### src/pkg/sfs_cfg.svh
/*
  Register offsets, field positions, reset values and timing
  figures of the safety fault status register bank.
  Assumes it is included by bare name wherever needed.
*/
`ifndef SFS_CFG_SVH
`define SFS_CFG_SVH

// ****************************************
// register offsets
// ****************************************
`define SFS_A_OVSEL 8'h10
`define SFS_A_BASE1 8'h11
`define SFS_A_BASE2 8'h12
`define SFS_A_UV 8'h13
`define SFS_A_OV 8'h14
`define SFS_A_OC 8'h15
`define SFS_A_STATE 8'h16
`define SFS_A_CRCC 8'h18
`define SFS_A_CRCR 8'h19
`define SFS_A_KEY1 8'h20
`define SFS_A_KEY2 8'h21
`define SFS_A_WDT 8'hAD

// ****************************************
// reset values and unlock codes
// ****************************************
`define SFS_R_OVSEL 5'h1F
`define SFS_R_CRCEN 1'h1
`define SFS_KEY1 8'h69
`define SFS_KEY2 8'h96

// ****************************************
// field positions
// ****************************************
`define SFS_B_CRC_START 7
`define SFS_B_CRC_FAIL 6
`define SFS_B_CRC_DONE 5
`define SFS_B_CRC_EN 4
`define SFS_B_BASE_CRC 5
`define SFS_B_WD_EN 7
`define SFS_B_WD_UP 5
`define SFS_B_WD_LO 3
`define SFS_B_WD_LOEN 2
`define SFS_B_WD_ACT 1
`define SFS_B_WD_KICK 0

// ****************************************
// timing
// ****************************************
`define SFS_CLK_MHZ 100
`define SFS_CYC_PER_MS (`SFS_CLK_MHZ * 1000)
`define SFS_WD_UP0_MS 250
`define SFS_WD_UP1_MS 62
`define SFS_WD_UP2_MS 53
`define SFS_WD_LO0_MS 139
`define SFS_WD_LO1_MS 35
`define SFS_WD_LO2_MS 29

`endif

### src/pkg/sfs_pkg.sv
/*
  Types of the safety fault status register bank.
  Assumes nothing of its surroundings.
*/
package sfs_pkg;

  // register access from the serial front end
  typedef struct packed {
    logic wr;
    logic rd;
    logic [7:0] addr;
    logic [7:0] wdata;
  } sfs_reg_req_type;

  // raw fault detector outputs
  typedef struct packed {
    logic [6:0] base;
    logic error_output_pin;
    logic [4:0] uv;
    logic [4:0] ov;
    logic [4:0] oc;
  } sfs_fault_type;

  typedef enum logic [2:0] {
    SFS_CRC_IDLE = 3'b001,
    SFS_CRC_RUN = 3'b010,
    SFS_CRC_CMP = 3'b100
  } sfs_crc_state_type;

endpackage

### src/hw/sfs_regs.sv
/*
  Safety fault status register bank: protection selects,
  sticky fault flags, device state, configuration CRC check,
  guest unlock and window watchdog.
  Assumes the serial front end presents one decoded byte
  access per cycle, and that configuration memory answers
  o_cfg_addr combinationally on i_cfg_data.
*/
`timescale 1ns/1ns
`include "sfs_cfg.svh"

module sfs_regs #(
  parameter int P_CYC_PER_MS = `SFS_CYC_PER_MS,
  parameter int P_CFG_BYTES = 7,
  parameter logic [7:0] P_CRC_POLY = 8'h07,
  parameter logic [7:0] P_CRC_INIT = 8'h00
) (
  input wire logic i_clock,
  input wire logic i_rst_n,
  input wire sfs_pkg::sfs_reg_req_type i_reg_req,
  output logic [7:0] o_reg_rdata,
  output logic o_reg_rvalid,
  input wire sfs_pkg::sfs_fault_type i_fault,
  input wire logic i_fault_mask,
  input wire logic [2:0] i_device_state,
  output logic [$clog2(P_CFG_BYTES)-1:0] o_cfg_addr,
  input wire logic [7:0] i_cfg_data,
  output logic [4:0] o_ov_latch_sel,
  output logic [4:0] o_ov_shutdown,
  output logic o_guest_mode,
  output logic o_device_reset
);

  localparam int AW = $clog2(P_CFG_BYTES);
  localparam int PW = $clog2(P_CYC_PER_MS + 1);

  // ****************************************
  // fault synchroniser
  // ****************************************
  sfs_pkg::sfs_fault_type flt_s1_q;
  sfs_pkg::sfs_fault_type flt_q;

  // detectors are asynchronous, so two stages first
  always_ff @(posedge i_clock) begin
    if (!i_rst_n) begin
      flt_s1_q <= '0;
      flt_q <= '0;
    end else begin
      flt_s1_q <= i_fault;
      flt_q <= flt_s1_q;
    end
  end

  // ****************************************
  // write decode
  // ****************************************
  logic wr;
  logic [7:0] wd;
  logic wr_ovsel;
  logic wr_base1;
  logic wr_base2;
  logic wr_crcc;
  logic wr_key1;
  logic wr_key2;
  logic wr_wdt;
  logic rpt;

  assign wr = i_reg_req.wr;
  assign wd = i_reg_req.wdata;
  assign wr_ovsel = wr && (i_reg_req.addr == `SFS_A_OVSEL);
  assign wr_base1 = wr && (i_reg_req.addr == `SFS_A_BASE1);
  assign wr_base2 = wr && (i_reg_req.addr == `SFS_A_BASE2);
  assign wr_crcc = wr && (i_reg_req.addr == `SFS_A_CRCC);
  assign wr_key1 = wr && (i_reg_req.addr == `SFS_A_KEY1);
  assign wr_key2 = wr && (i_reg_req.addr == `SFS_A_KEY2);
  assign wr_wdt = wr && (i_reg_req.addr == `SFS_A_WDT);
  assign rpt = !i_fault_mask;

  // ****************************************
  // overvoltage protection select
  // ****************************************
  logic [4:0] ovsel_q;
  logic [2:0] ovsel_res_q;

  always_ff @(posedge i_clock) begin
    if (!i_rst_n) begin
      ovsel_q <= `SFS_R_OVSEL;
      ovsel_res_q <= 3'h0;
      o_ov_shutdown <= 5'h00;
    end else begin
      if (wr_ovsel) begin
        ovsel_q <= wd[4:0];
        ovsel_res_q <= wd[7:5];
      end
      // latch-off holds until reset, mask or not
      o_ov_shutdown <= o_ov_shutdown | (flt_q.ov & ovsel_q);
    end
  end

  assign o_ov_latch_sel = ovsel_q;

  // ****************************************
  // base event flags
  // ****************************************
  logic [6:0] base1_q;
  logic base1_res_q;
  logic [1:0] base2_q;
  logic [5:0] base2_res_q;
  logic crc_bad;
  logic wd_fault;
  logic [6:0] base1_set;

  assign base1_set = flt_q.base | {1'b0, crc_bad, 5'h00};

  always_ff @(posedge i_clock) begin
    if (!i_rst_n) begin
      base1_q <= 7'h00;
      base1_res_q <= 1'b0;
    end else begin
      if (wr_base1) begin
        base1_res_q <= wd[7];
      end
      base1_q <= (base1_q & ~({7{wr_base1}} & wd[6:0]))
                 | ({7{rpt}} & base1_set);
    end
  end

  always_ff @(posedge i_clock) begin
    if (!i_rst_n) begin
      base2_q <= 2'h0;
      base2_res_q <= 6'h00;
    end else begin
      if (wr_base2) begin
        base2_res_q <= wd[5:0];
      end
      base2_q <= (base2_q & ~({2{wr_base2}} & wd[7:6]))
                 | ({2{rpt}} & {wd_fault, flt_q.error_output_pin});
    end
  end

  // ****************************************
  // channel event flags
  // ****************************************
  logic [4:0] ch_q [3];
  logic [2:0] ch_res_q [3];
  logic [4:0] ch_set [3];

  assign ch_set[0] = flt_q.uv;
  assign ch_set[1] = flt_q.ov;
  assign ch_set[2] = flt_q.oc;

  // undervoltage, overvoltage, overcurrent, in address order
  for (genvar g = 0; g < 3; g++) begin : g_ch
    logic wr_ch;
    assign wr_ch = wr && (i_reg_req.addr == (`SFS_A_UV + 8'(g)));
    always_ff @(posedge i_clock) begin
      if (!i_rst_n) begin
        ch_q[g] <= 5'h00;
        ch_res_q[g] <= 3'h0;
      end else begin
        if (wr_ch) begin
          ch_res_q[g] <= wd[7:5];
        end
        ch_q[g] <= (ch_q[g] & ~({5{wr_ch}} & wd[4:0]))
                   | ({5{rpt}} & ch_set[g]);
      end
    end
  end

  // ****************************************
  // device state
  // ****************************************
  logic [2:0] state_q;

  always_ff @(posedge i_clock) begin
    if (!i_rst_n) begin
      state_q <= 3'h0;
    end else begin
      state_q <= i_device_state;
    end
  end

  // ****************************************
  // configuration CRC
  // ****************************************
  sfs_pkg::sfs_crc_state_type crc_st_q;
  logic crc_en_q;
  logic crc_done_q;
  logic crc_fail_q;
  logic [3:0] crcc_res_q;
  logic [7:0] crc_acc_q;
  logic [7:0] crc_res_q;
  logic [AW-1:0] idx_q;
  logic crc_start;

  // one byte per cycle, msb first
  function automatic logic [7:0] crc_step(input logic [7:0] c,
                                          input logic [7:0] d);
    logic [7:0] r;
    r = c ^ d;
    for (int b = 0; b < 8; b++) begin
      r = r[7] ? ((r << 1) ^ P_CRC_POLY) : (r << 1);
    end
    return r;
  endfunction

  // start acts only as a pulse
  assign crc_start = wr_crcc && wd[`SFS_B_CRC_START] && crc_en_q;

  always_ff @(posedge i_clock) begin
    if (!i_rst_n) begin
      crc_en_q <= `SFS_R_CRCEN;
      crcc_res_q <= 4'h0;
    end else if (wr_crcc) begin
      crc_en_q <= wd[`SFS_B_CRC_EN];
      crcc_res_q <= wd[3:0];
    end
  end

  // calculation sequence
  // last byte holds the stored value to compare against
  always_ff @(posedge i_clock) begin
    if (!i_rst_n) begin
      crc_st_q <= sfs_pkg::SFS_CRC_IDLE;
      crc_acc_q <= 8'h00;
      idx_q <= '0;
    end else begin
      case (crc_st_q)
        sfs_pkg::SFS_CRC_IDLE: begin
          if (crc_start) begin
            crc_st_q <= sfs_pkg::SFS_CRC_RUN;
            crc_acc_q <= P_CRC_INIT;
            idx_q <= '0;
          end
        end
        sfs_pkg::SFS_CRC_RUN: begin
          crc_acc_q <= crc_step(crc_acc_q, i_cfg_data);
          idx_q <= idx_q + 1'b1;
          if (idx_q == AW'(P_CFG_BYTES - 2)) begin
            crc_st_q <= sfs_pkg::SFS_CRC_CMP;
          end
        end
        sfs_pkg::SFS_CRC_CMP: begin
          crc_st_q <= sfs_pkg::SFS_CRC_IDLE;
          idx_q <= '0;
        end
        default: begin
          crc_st_q <= sfs_pkg::SFS_CRC_IDLE;
        end
      endcase
      // disabling mid-run abandons the pass
      if (!crc_en_q) begin
        crc_st_q <= sfs_pkg::SFS_CRC_IDLE;
        idx_q <= '0;
      end
    end
  end

  assign crc_bad = (crc_st_q == sfs_pkg::SFS_CRC_CMP)
                   && (crc_acc_q != i_cfg_data);

  always_ff @(posedge i_clock) begin
    if (!i_rst_n) begin
      crc_done_q <= 1'b0;
      crc_fail_q <= 1'b0;
      crc_res_q <= 8'h00;
    end else if (crc_start) begin
      crc_done_q <= 1'b0;
      crc_fail_q <= 1'b0;
    end else if (crc_st_q == sfs_pkg::SFS_CRC_CMP) begin
      crc_done_q <= 1'b1;
      crc_fail_q <= crc_bad;
      crc_res_q <= crc_acc_q;
    end
  end

  assign o_cfg_addr = idx_q;

  // ****************************************
  // guest unlock
  // ****************************************
  logic [7:0] key1_q;
  logic [7:0] key2_q;
  logic [7:0] key1_d;
  logic [7:0] key2_d;

  assign key1_d = wr_key1 ? wd : key1_q;
  assign key2_d = wr_key2 ? wd : key2_q;

  always_ff @(posedge i_clock) begin
    if (!i_rst_n) begin
      key1_q <= 8'h00;
      key2_q <= 8'h00;
      o_guest_mode <= 1'b0;
    end else begin
      key1_q <= key1_d;
      key2_q <= key2_d;
      if (key1_d != `SFS_KEY1 || key2_d != `SFS_KEY2) begin
        o_guest_mode <= 1'b0;
      end else if (wr_key2 && key1_q == `SFS_KEY1) begin
        o_guest_mode <= 1'b1;
      end
    end
  end

  // ****************************************
  // watchdog
  // ****************************************
  logic wd_en_q;
  logic [1:0] wd_up_q;
  logic [1:0] wd_lo_q;
  logic wd_loen_q;
  logic wd_act_q;
  logic [PW-1:0] pre_q;
  logic [7:0] ms_q;
  logic [7:0] up_ms;
  logic [7:0] lo_ms;
  logic tick;
  logic kick;
  logic late;
  logic early;

  always_ff @(posedge i_clock) begin
    if (!i_rst_n) begin
      wd_en_q <= 1'b0;
      wd_up_q <= 2'h0;
      wd_lo_q <= 2'h0;
      wd_loen_q <= 1'b0;
      wd_act_q <= 1'b0;
    end else if (wr_wdt) begin
      wd_en_q <= wd[`SFS_B_WD_EN];
      wd_up_q <= wd[`SFS_B_WD_UP +: 2];
      wd_lo_q <= wd[`SFS_B_WD_LO +: 2];
      wd_loen_q <= wd[`SFS_B_WD_LOEN];
      wd_act_q <= wd[`SFS_B_WD_ACT];
    end
  end

  assign up_ms = (wd_up_q == 2'h0) ? 8'(`SFS_WD_UP0_MS) :
                 (wd_up_q == 2'h1) ? 8'(`SFS_WD_UP1_MS) :
                 8'(`SFS_WD_UP2_MS);
  assign lo_ms = (wd_lo_q == 2'h0) ? 8'(`SFS_WD_LO0_MS) :
                 (wd_lo_q == 2'h1) ? 8'(`SFS_WD_LO1_MS) :
                 8'(`SFS_WD_LO2_MS);

  assign kick = wr_wdt && wd[`SFS_B_WD_KICK] && wd_en_q;
  assign tick = (pre_q == PW'(P_CYC_PER_MS - 1));
  assign late = wd_en_q && tick && (ms_q == up_ms - 8'h01);
  assign early = kick && wd_loen_q && (ms_q < lo_ms);
  assign wd_fault = late || early;

  // millisecond grid; resolution one ms, cheap counters
  always_ff @(posedge i_clock) begin
    if (!i_rst_n) begin
      pre_q <= '0;
      ms_q <= 8'h00;
    end else if (!wd_en_q || kick || late) begin
      pre_q <= '0;
      ms_q <= 8'h00;
    end else if (tick) begin
      pre_q <= '0;
      ms_q <= ms_q + 8'h01;
    end else begin
      pre_q <= pre_q + 1'b1;
    end
  end

  always_ff @(posedge i_clock) begin
    if (!i_rst_n) begin
      o_device_reset <= 1'b0;
    end else begin
      o_device_reset <= wd_fault && wd_act_q;
    end
  end

  // ****************************************
  // read port
  // ****************************************
  logic [7:0] rd_d;

  // unmapped offsets read zero
  always_comb begin
    rd_d = 8'h00;
    case (i_reg_req.addr)
      `SFS_A_OVSEL: rd_d = {ovsel_res_q, ovsel_q};
      `SFS_A_BASE1: rd_d = {base1_res_q, base1_q};
      `SFS_A_BASE2: rd_d = {base2_q, base2_res_q};
      `SFS_A_UV: rd_d = {ch_res_q[0], ch_q[0]};
      `SFS_A_OV: rd_d = {ch_res_q[1], ch_q[1]};
      `SFS_A_OC: rd_d = {ch_res_q[2], ch_q[2]};
      `SFS_A_STATE: rd_d = {5'h00, state_q};
      `SFS_A_CRCC: rd_d = {1'b0, crc_fail_q, crc_done_q, crc_en_q, crcc_res_q};
      `SFS_A_CRCR: rd_d = crc_res_q;
      `SFS_A_KEY1: rd_d = key1_q;
      `SFS_A_KEY2: rd_d = key2_q;
      `SFS_A_WDT: rd_d = {wd_en_q, wd_up_q, wd_lo_q, wd_loen_q, wd_act_q, 1'b0};
      default: rd_d = 8'h00;
    endcase
  end

  always_ff @(posedge i_clock) begin
    if (!i_rst_n) begin
      o_reg_rdata <= 8'h00;
      o_reg_rvalid <= 1'b0;
    end else begin
      o_reg_rvalid <= i_reg_req.rd;
      if (i_reg_req.rd) begin
        o_reg_rdata <= rd_d;
      end
    end
  end

endmodule

### config.mk
export PLATFORM = sky130hd
export DESIGN_NAME = sfs_regs
export DESIGN_NICKNAME = d
export VERILOG_FILES = /design/src/pkg/sfs_pkg.sv /design/src/hw/sfs_regs.sv
export VERILOG_INCLUDE_DIRS = /design/src /design/src/pkg
export SDC_FILE = /design/constraint.sdc
export NUM_CORES = 1
export LEC_CHECK = 0
export BUFFER_PORTS_ARGS = -buffer_cell sky130_fd_sc_hd__buf_2
export CAP_MARGIN = 40
export CORE_UTILIZATION = 35
export DETAILED_ROUTE_END_ITERATION = 7
export GPL_ROUTABILITY_DRIVEN = 0
export PLACE_DENSITY_LB_ADDON = 0.25
export SETUP_SLACK_MARGIN = 0.15
export SYNTH_ARGS = -nofsm -noshare
export SYNTH_HDL_FRONTEND = slang
export SYNTH_SLANG_ARGS = --single-unit
### constraint.sdc
create_clock -name i_clock -period 3.1 [get_ports i_clock]
set_input_delay 0.31 -clock i_clock [delete_from_list [all_inputs] [get_ports i_clock]]
set_output_delay 0.31 -clock i_clock [all_outputs]
set_load 0.01 [all_outputs]
==> out/results.txt, run 1 <==
The switching power total came out at 1.242 mW. The first global-routing pass estimated 35.37 mm of wire. The logs give 8579 um2 for the post-synthesis instance area and 0.009170 ns for the largest clock skew in the final design. The via count of the first global-routing pass came out at 6313.

For the worst setup path, the data arrival time is 2.55 ns. Counting every net in the synthesized netlist gives 1000. The number of antenna diodes in the final layout is 0. The share of flip-flops with an asynchronous set or reset after synthesis is 0, and the clock-pin slew reported for the worst setup and hold paths after clock tree synthesis is 0.08 ns. The worst setup path is captured at a flop. The required time of the worst setup path was 3.40 ns; the count of hold-fix buffers inserted at cts was 0. The die is 158.6 um wide.

The fraction of power spent switching nets works out to 0.2473. Startpoint class of the critical path: a flop. The total negative setup slack is 0 ns. The count of buffers added on input and output ports is 78. Fraction of power consumed by sequential logic: 0.504. During I/O placement, the number of pins put on the boundary was 79. The flow ran to the end, and the final reports show no timing, DRC or antenna violations. Cell with the biggest individual delay on the critical path: o21ai_1. VDD sags by at most 0.3446 mV. After floorplanning, the core was divided into 56 placement rows. TritonCTS built the clock tree.

The half-perimeter wire length of the detailed placement result was 16.42 mm; the area of the placeable core was 23750 um2. After detailed routing, the average wire length per cell comes to 17.12 um. The number of placed instances, taps included, is 1291.

Power spread over the standard cell area amounts to 510.6 nW/um2. The first element of the critical path was pre_q[0]. The run gives 0.1865 as the total track usage. The startpoint identified for the worst register-to-register timing path is pre_q[0]. After detailed routing, the number of vias per cell comes to 5.085. After synthesis, the mean cell area works out to 9.205 um2. Static timing analysis puts the maximum clock frequency at 444.1 MHz. The logs give 0 for the count of final max-slew check failures and 0 for the max-capacitance violation count.

The first detailed-routing pass took 5 iterations. In the routed design, unresolved DRC markers number 0. Counting cells, the worst reg-to-reg path comes to 7.

The final layout contains 1059 nets. The period utilization works out to 0.7264. The number of distinct library cells after synthesis was 73; the relative area change from synthesis to final layout was 14.66%. The run gives 0.43 ns as the later-pin clock latency in the skew report.

The slew at the pin with the worst max-slew slack is 0.7523 ns. Overall power consumption after layout is estimated at 5.022 mW. Setup repair after global routing left no endpoint under its margin.

Ranked by total cell area, the synthesized netlist is headed by dfxtp_1 (42%), mux2i_1 (5.3%), nor2b_1 (5.0%), and2_1 (3.9%), nand2_1 (3.9%). The tools report the clock sink count as 190. The worst setup path is of the flop to flop kind. By count the netlist is led by dfxtp_1 (181), nand2_1 (90), nor2b_1 (68), nor2_1 (63), and2_1 (54). The share of total power in combinational logic is 0.063. The sequential-to-total area share from yosys stat is 0.4538, and the total of endpoints with negative setup slack in the final report is 0. After synthesis the netlist holds a flip-flop and latch count of 190. The initial core utilization was 0.3612. The startpoint identified for the worst hold timing path is i_fault[4]. The number of antenna violations at the first check in global routing is 0. In this run the clock root is driven by a clkbuf_16. The logs give 22.64 mm for the total wire length after detailed routing and 6723 for the detailed-route via count. The remaining antenna violation count after routing is 0, and the normalized max-slew margin is 0.4974. Counting along the longest clock path gives a buffer depth of 2.

The kind of path behind the tightest hold check is primary input to flop. The tools report the final hold violation count as 0. In this run, CTS created clock tree buffers numbering 17.

Counting flops with a built-in enable in the synthesized netlist gives 9. Excluding fillers, the count of instances in the completed layout stands at 1322. The die is 158.6 um tall. The most frequently used flop master after synthesis was dfxtp_1. For this run, the slowest stage of the critical path takes 0.47 ns.

Entering global routing, the biggest net connects 76 pins. The overflow left after global routing is 0. The static leakage is 3.792 nW.

The overall die area was 25140 um2. Synthesis handed over a netlist of 932 instances. The logs give 0 for the post-CTS setup buffer count and 0.433 for the fraction of power consumed by the clock network. Hold path depth: 2. The number of gates resized after CTS was 0.

The largest fanout on the critical path was 11; the share of the core filled with cells was 0.4141. The post-synthesis cell type with the largest combined area was dfxtp_1. The deepest level of the CTS H-tree came out at 4. Counting I/O delays and the setup requirement, the final critical path takes 2.252 ns. The critical path goes through ha_1 -> and4_1 -> nand4_1 -> buf_4 -> or2_2 -> o21ai_1 -> nor2_1.

For this run, the number of Yosys warnings is 0. The area share of the largest cell type after synthesis was 0.4223. In this run, the number of DRC markers left after iteration 0 of detailed routing was 616.

The share of cells above drive strength 1 is 0.1406, and the total internal power is 3.780 mW. The most common cell in the synthesized netlist is dfxtp_1.
[final timing paths]
| check | endpoint | slack [ns] |
|---|---|---|
| max | ms_q[3] | 0.85 |
| min | flt_s1_q[4] | 0.07 |
| max reg2reg | ms_q[3] | 0.85 |
| min reg2reg | ch_set[11] | 0.44 |
[kinds of logic (layout without fill, tap and decap cells)]
group                      Yosys count  after routing  share of synthesized area
AOI/OAI and AO/OA                  155            155                     0.1264
xor gates and xnor gates            42             42                    0.04623
adders and majority gates           13             13                    0.01896
buffers and inverters               74            145                    0.03456
DFF                                190            190                     0.4538
muxes                               49             49                    0.06038
and+or+nand+nor                    409            409                     0.2596
[sequential cells by signal (all words and copies together) (netlist names), 6 cells and up]
signal	count
flt_q	8
ch_res_q	9
o_reg_rdata	8
ch_set	15
pre_q	17
base2_res_q	6
flt_s1_q	23
base1_q	7
crc_res_q	8
key1_q	8
ms_q	8
crc_acc_q	8
ch_q	15
key2_q	8
[power by group through the flow]
stage                     logic (mW)  registers, mW  clock network [mW]
final                          0.318           2.53                2.17
after global routing           0.349           2.54                2.32
after detailed placement       0.316           2.59                   0
after CTS                      0.317           2.53                2.22
after global placement         0.316           2.59                   0
after floorplan                0.202           2.58                   0
[critical path, delay by kind of cell, from the launching register on]
kind	cells	cell delay, ns
DFF	1	0.38
and+or+nand+nor	4	0.81
AOI/OAI and AO/OA	1	0.47
buffers and inverters	1	0.22
adders and majority gates	1	0.24
[metrics by stage]
| stage | area [um2] | hold WS (ns) | setup WS [ns] |
|---|---|---|---|
| floorplan | 8579 | 0.4119 | 1.197 |
| global placement | 9266 | 0.4151 | 0.6126 |
| detailed placement | 9266 | 0.4190 | 0.5762 |
| CTS | 9837 | 0.05723 | 0.8207 |
| global route | 9837 | 0.06103 | 0.6339 |
| finish | 9837 | 0.07368 | 0.8481 |
[routing by layer]
layer  up-vias  GRT usage  share of wire
met2       207     0.2761           0.43
met1      3145     0.2715           0.49
li1       3347          -              -
met3        24    0.03947          0.074
met5         -          0              0
met4         0    0.04899          0.012
[area by class of cell]
type / count / area (um2)
tap: 319 / 399.1
multi-input combinational: 668 / 4389
inverter: 21 / 78.83
timing repair buffer: 93 / 505.5
fill: 2357 / 13920
clock buffer: 18 / 429.2
sequential: 190 / 3894
clock inverter: 13 / 141.4
[layout by cell type, fill, tap and decap left out, types with 3 or more instances in the layout]
| cell type | n |
|---|---|
| dfxtp_1 | 181 |
| nand2_1 | 90 |
| buf_2 | 77 |
| nor2b_1 | 68 |
| nor2_1 | 63 |
| and2_1 | 54 |
| mux2i_1 | 45 |
| a21oi_1 | 33 |
| nand3_1 | 30 |
| xnor2_1 | 28 |
| a21boi_0 | 26 |
| o21ai_0 | 22 |
| inv_1 | 21 |
| nand2b_1 | 19 |
| clkbuf_16 | 17 |
| nand4_1 | 16 |
| buf_4 | 16 |
| ha_1 | 13 |
| and3_1 | 12 |
| xor2_1 | 12 |
| nor3_1 | 12 |
| o211ai_1 | 12 |
| edfxtp_1 | 9 |
| a22o_1 | 8 |
| nor3b_1 | 6 |
| a31oi_1 | 6 |
| nor4_1 | 6 |
| a32oi_1 | 6 |
| a22oi_1 | 5 |
| or2_2 | 4 |
| nor4bb_1 | 4 |
| a21o_1 | 4 |
| inv_6 | 4 |
| and4_1 | 3 |
| o22ai_1 | 3 |
| nand3b_1 | 3 |
| nor4b_1 | 3 |
| nand4b_1 | 3 |
| a221o_1 | 3 |
| inv_8 | 3 |
Power figures use the tool's default switching activity.
==> run 2: changes to the inputs <==
clock period = 2.23 ns   (was 3.1 ns; I/O delays follow)
==> run 2 against run 1 <==
  * Clock power rose by 44%
  * Core utilization is 2.0 points higher
  * Sequential share of layout area is 1.8 points lower
  * Total power grew 42%
  * Worst setup slack worse by 0.52 ns
  * Sequential power increased by 39%
  * Final cell count increased by 3.6%
  * Die area stayed put
  * Worst hold slack better by 0.064 ns
==> out/results.txt, run 2 (same netlist as run 1, synthesis figures left out) <==
The run finished with clean final reports. Share of total power in combinational logic: 0.070 (+0.007). The largest fanout on the critical path was 8 (-3).

Setup repair after global routing left no endpoint under its margin. The number of filler cells placed in the layout is 2351 (-0.25%), and the period utilization is 0.8536 (+0.1272). The number of antenna violations at the first check in global routing was 0 (unchanged). For the later-pin clock latency in the skew report, the log shows 0.45 ns (+0.02 ns). The run gives 2.25 ns (-0.30 ns) as the arrival time of the worst setup path.

Worst min-delay path startpoint: i_reg_req[16]. The fraction of power spent switching nets was 0.2643 (+0.01698). Total of endpoints with negative setup slack in the final report: 0 (unchanged). The share of the core filled with cells came out at 0.4343 (+0.02012).

The initial core utilization is 0.3612 (unchanged), and the total track usage is 0.1924 (+0.005970). The overflow left after global routing was 0 (unchanged). The number of vias per cell after detailed routing works out to 5.002 (-1.6%).

The run gives 0.438 (+0.005) as the fraction of power consumed by the clock network. In the layout the commonest cells are dfxtp_1 (180), nand2_1 (90), buf_2 (77). For the total wire length after detailed routing, the log shows 23.01 mm (+1.6%). For hold timing, the worst endpoint is o_reg_rdata[6]. STA classifies the critical path startpoint as a flop. The buffer type at the clock tree root was clkbuf_16. The clock sink count was 190 (unchanged); the time the final worst path needs with I/O delays and setup was 1.903 ns (-0.3484 ns).

The number of clock buffers inserted by TritonCTS came out at 17 (unchanged). For the normalized max-slew margin, the log shows 0.6494 (+0.1520). The final hold slack is 0.1375 ns (+0.06378 ns), and the power per cell area is 692.4 nW/um2 (+36%). The logs give 6848 (+1.9%) for the detailed-route via count and 0 (unchanged) for the remaining antenna violation count after routing. The switching power total came out at 1.888 mW (+52%).

TritonCTS built the clock tree. STA classifies the critical path endpoint as a flop. Capture instance of the worst register-to-register path: ms_q[1]. The logs give 0 ns (unchanged) for the total negative setup slack and 514 (-17%) for the count of routing violations after the opening detailed-route iteration.

The number of port buffers was 78 (unchanged); the deepest level of the CTS H-tree was 4 (unchanged). The total I/O pin count was 79 (unchanged); the required time of the worst setup path was 2.57 ns (-0.83 ns). The tools report the total internal power as 5.254 mW (+39%). Count of final max-slew check failures: 0 (unchanged). The most common library cell in the layout ignoring fill and taps is dfxtp_1. The worst register-to-register path begins at pre_q[0]. The share of cells above drive strength 1 came out at 0.1581 (+0.01752).

The tools report the via count of the first global-routing pass as 6524 (+3.3%). The die height was 158.6 um (unchanged). The detailed-routing iteration count for the pre-antenna-repair pass was 5 (unchanged). The path depth of the worst reg2reg path is 7 (unchanged).

The row count was 56 (unchanged); the maximum clock path buffer count was 2 (unchanged). The net count reported at finish is 1105 (+4.3%). The run gives 0.492 (-0.012) as the fraction of power consumed by sequential logic. The tools report the final hold violation count as 0 (unchanged). The run gives 23750 um2 (unchanged) as the area of the placeable core.

The run gives 0 (unchanged) as the antenna cell count. Routed length per placed instance: 16.81 um (-1.8%). Slew at the pin with the worst max-slew slack: 0.5219 ns (-0.2304 ns). The highest achievable clock rate was 525.4 MHz (+18%). The run gives 16.80 mm (+2.3%) as the half-perimeter wire length of the detailed placement result. The global-route wire length before repair is 36.43 mm (+3.0%), and the final worst setup slack is 0.3266 ns (-0.5216 ns). The width of the chip works out to 158.6 um (unchanged).

The static leakage is 4.023 nW (+6.1%), and the clock-pin slew reported for the worst setup and hold paths after clock tree synthesis is 0.08 ns (about the same). The largest clock skew in the final design came out at 0.02222 ns (+0.01305 ns). Largest register by flop count: flt_s1_q. The tools report the minimum setup slack after placement as 0.008968 ns (-0.5673 ns). In the final layout, the registers with the most flip-flops are flt_s1_q (23), pre_q (17). The relative area change from synthesis to final layout was 20.23%; the reg2reg setup slack was 0.33 ns (-0.52 ns). The run gives 0 (unchanged) as the remaining design rule violation count. The largest net degree at the start of global routing was 60 (-21%); the number of flip-flops in the largest register was 23 (unchanged).

The worst ir drop on vdd was 0.4547 mV (+32%). The critical path in this run is classified as flop to flop. The hold path depth came out at 3 (+1). The path class of the tightest hold or removal check is primary input to flop. The max-capacitance violation count is 0 (unchanged). The overall die area came out at 25140 um2 (unchanged).
[run 2: power by group through the flow]
stage | Combinational (mW) | Sequential [mW] | Clock (mW)
after floorplan | 0.281 | 3.59 | 0
after global placement | 0.463 | 3.59 | 0
after detailed placement | 0.463 | 3.60 | 0
after CTS | 0.499 | 3.51 | 3.19
after global routing | 0.543 | 3.52 | 3.33
final | 0.501 | 3.51 | 3.13
[run 2: layout make-up]
class                           instances  area, um2  area share
Multi-Input combinational cell        668       4393      0.4259
Sequential cell                       190       3895      0.3776
Timing Repair Buffer                  139      940.9     0.09122
Clock buffer                           17      425.4     0.04124
Tap cell                              319      399.1     0.03869
Clock inverter                         15      182.7     0.01771
Inverter                               21      78.83    0.007642
[run 2: worst max-delay path by stage]
stage / startpoint / end / slack [ns] / cells after the start
2_1_floorplan: i_reg_req[13] / o_reg_rdata[2] / 0.41 / 6
3_3_place_gp: i_reg_req[8] / pre_q[16] / 0.04 / 7
3_5_place_dp: i_reg_req[13] / base1_q[6] / 0.009 / 7
4_1_cts: pre_q[0] / ms_q[1] / 0.26 / 7
5_1_grt: pre_q[0] / ms_q[1] / 0.15 / 7
6_report: pre_q[0] / ms_q[1] / 0.33 / 7
[run 2: layer usage]
| metal | part of all wire | GRT usage |
|---|---|---|
| met1 | 0.49 | 0.2718 |
| met2 | 0.43 | 0.2918 |
| met3 | 0.062 | 0.03892 |
| met4 | 0.019 | 0.06090 |
| met5 | 0 | 0 |
[run 2: timing repair]
| item | 4_1_cts | 5_1_grt |
|---|---|---|
| setup buffers | 0 | 0 |
| setup endpoints to repair | 0 | 10 |
| resized for setup | 0 | 3 |
| hold buffers | 26 | 0 |
| endpoints found under the hold margin | 26 | 0 |
[run 2: critical path: stages (launching register included)]
cell     delay [ns]
dfxtp_1        0.38
ha_2           0.23
and4_2         0.27
nand4_1        0.22
or2_2          0.36
o21ai_1        0.12
buf_4          0.17
nor2_1         0.05
[run 2: stage by stage]
step           instance area, um2  instances  power, mW
3_5_place_dp                 9442       1311      4.058
2_1_floorplan                8579        932      3.867
6_report                    10310       1369      7.142
3_3_place_gp                 9442       1311      4.056
4_1_cts                     10310       1369      7.204
5_1_grt                     10310       1369      7.399
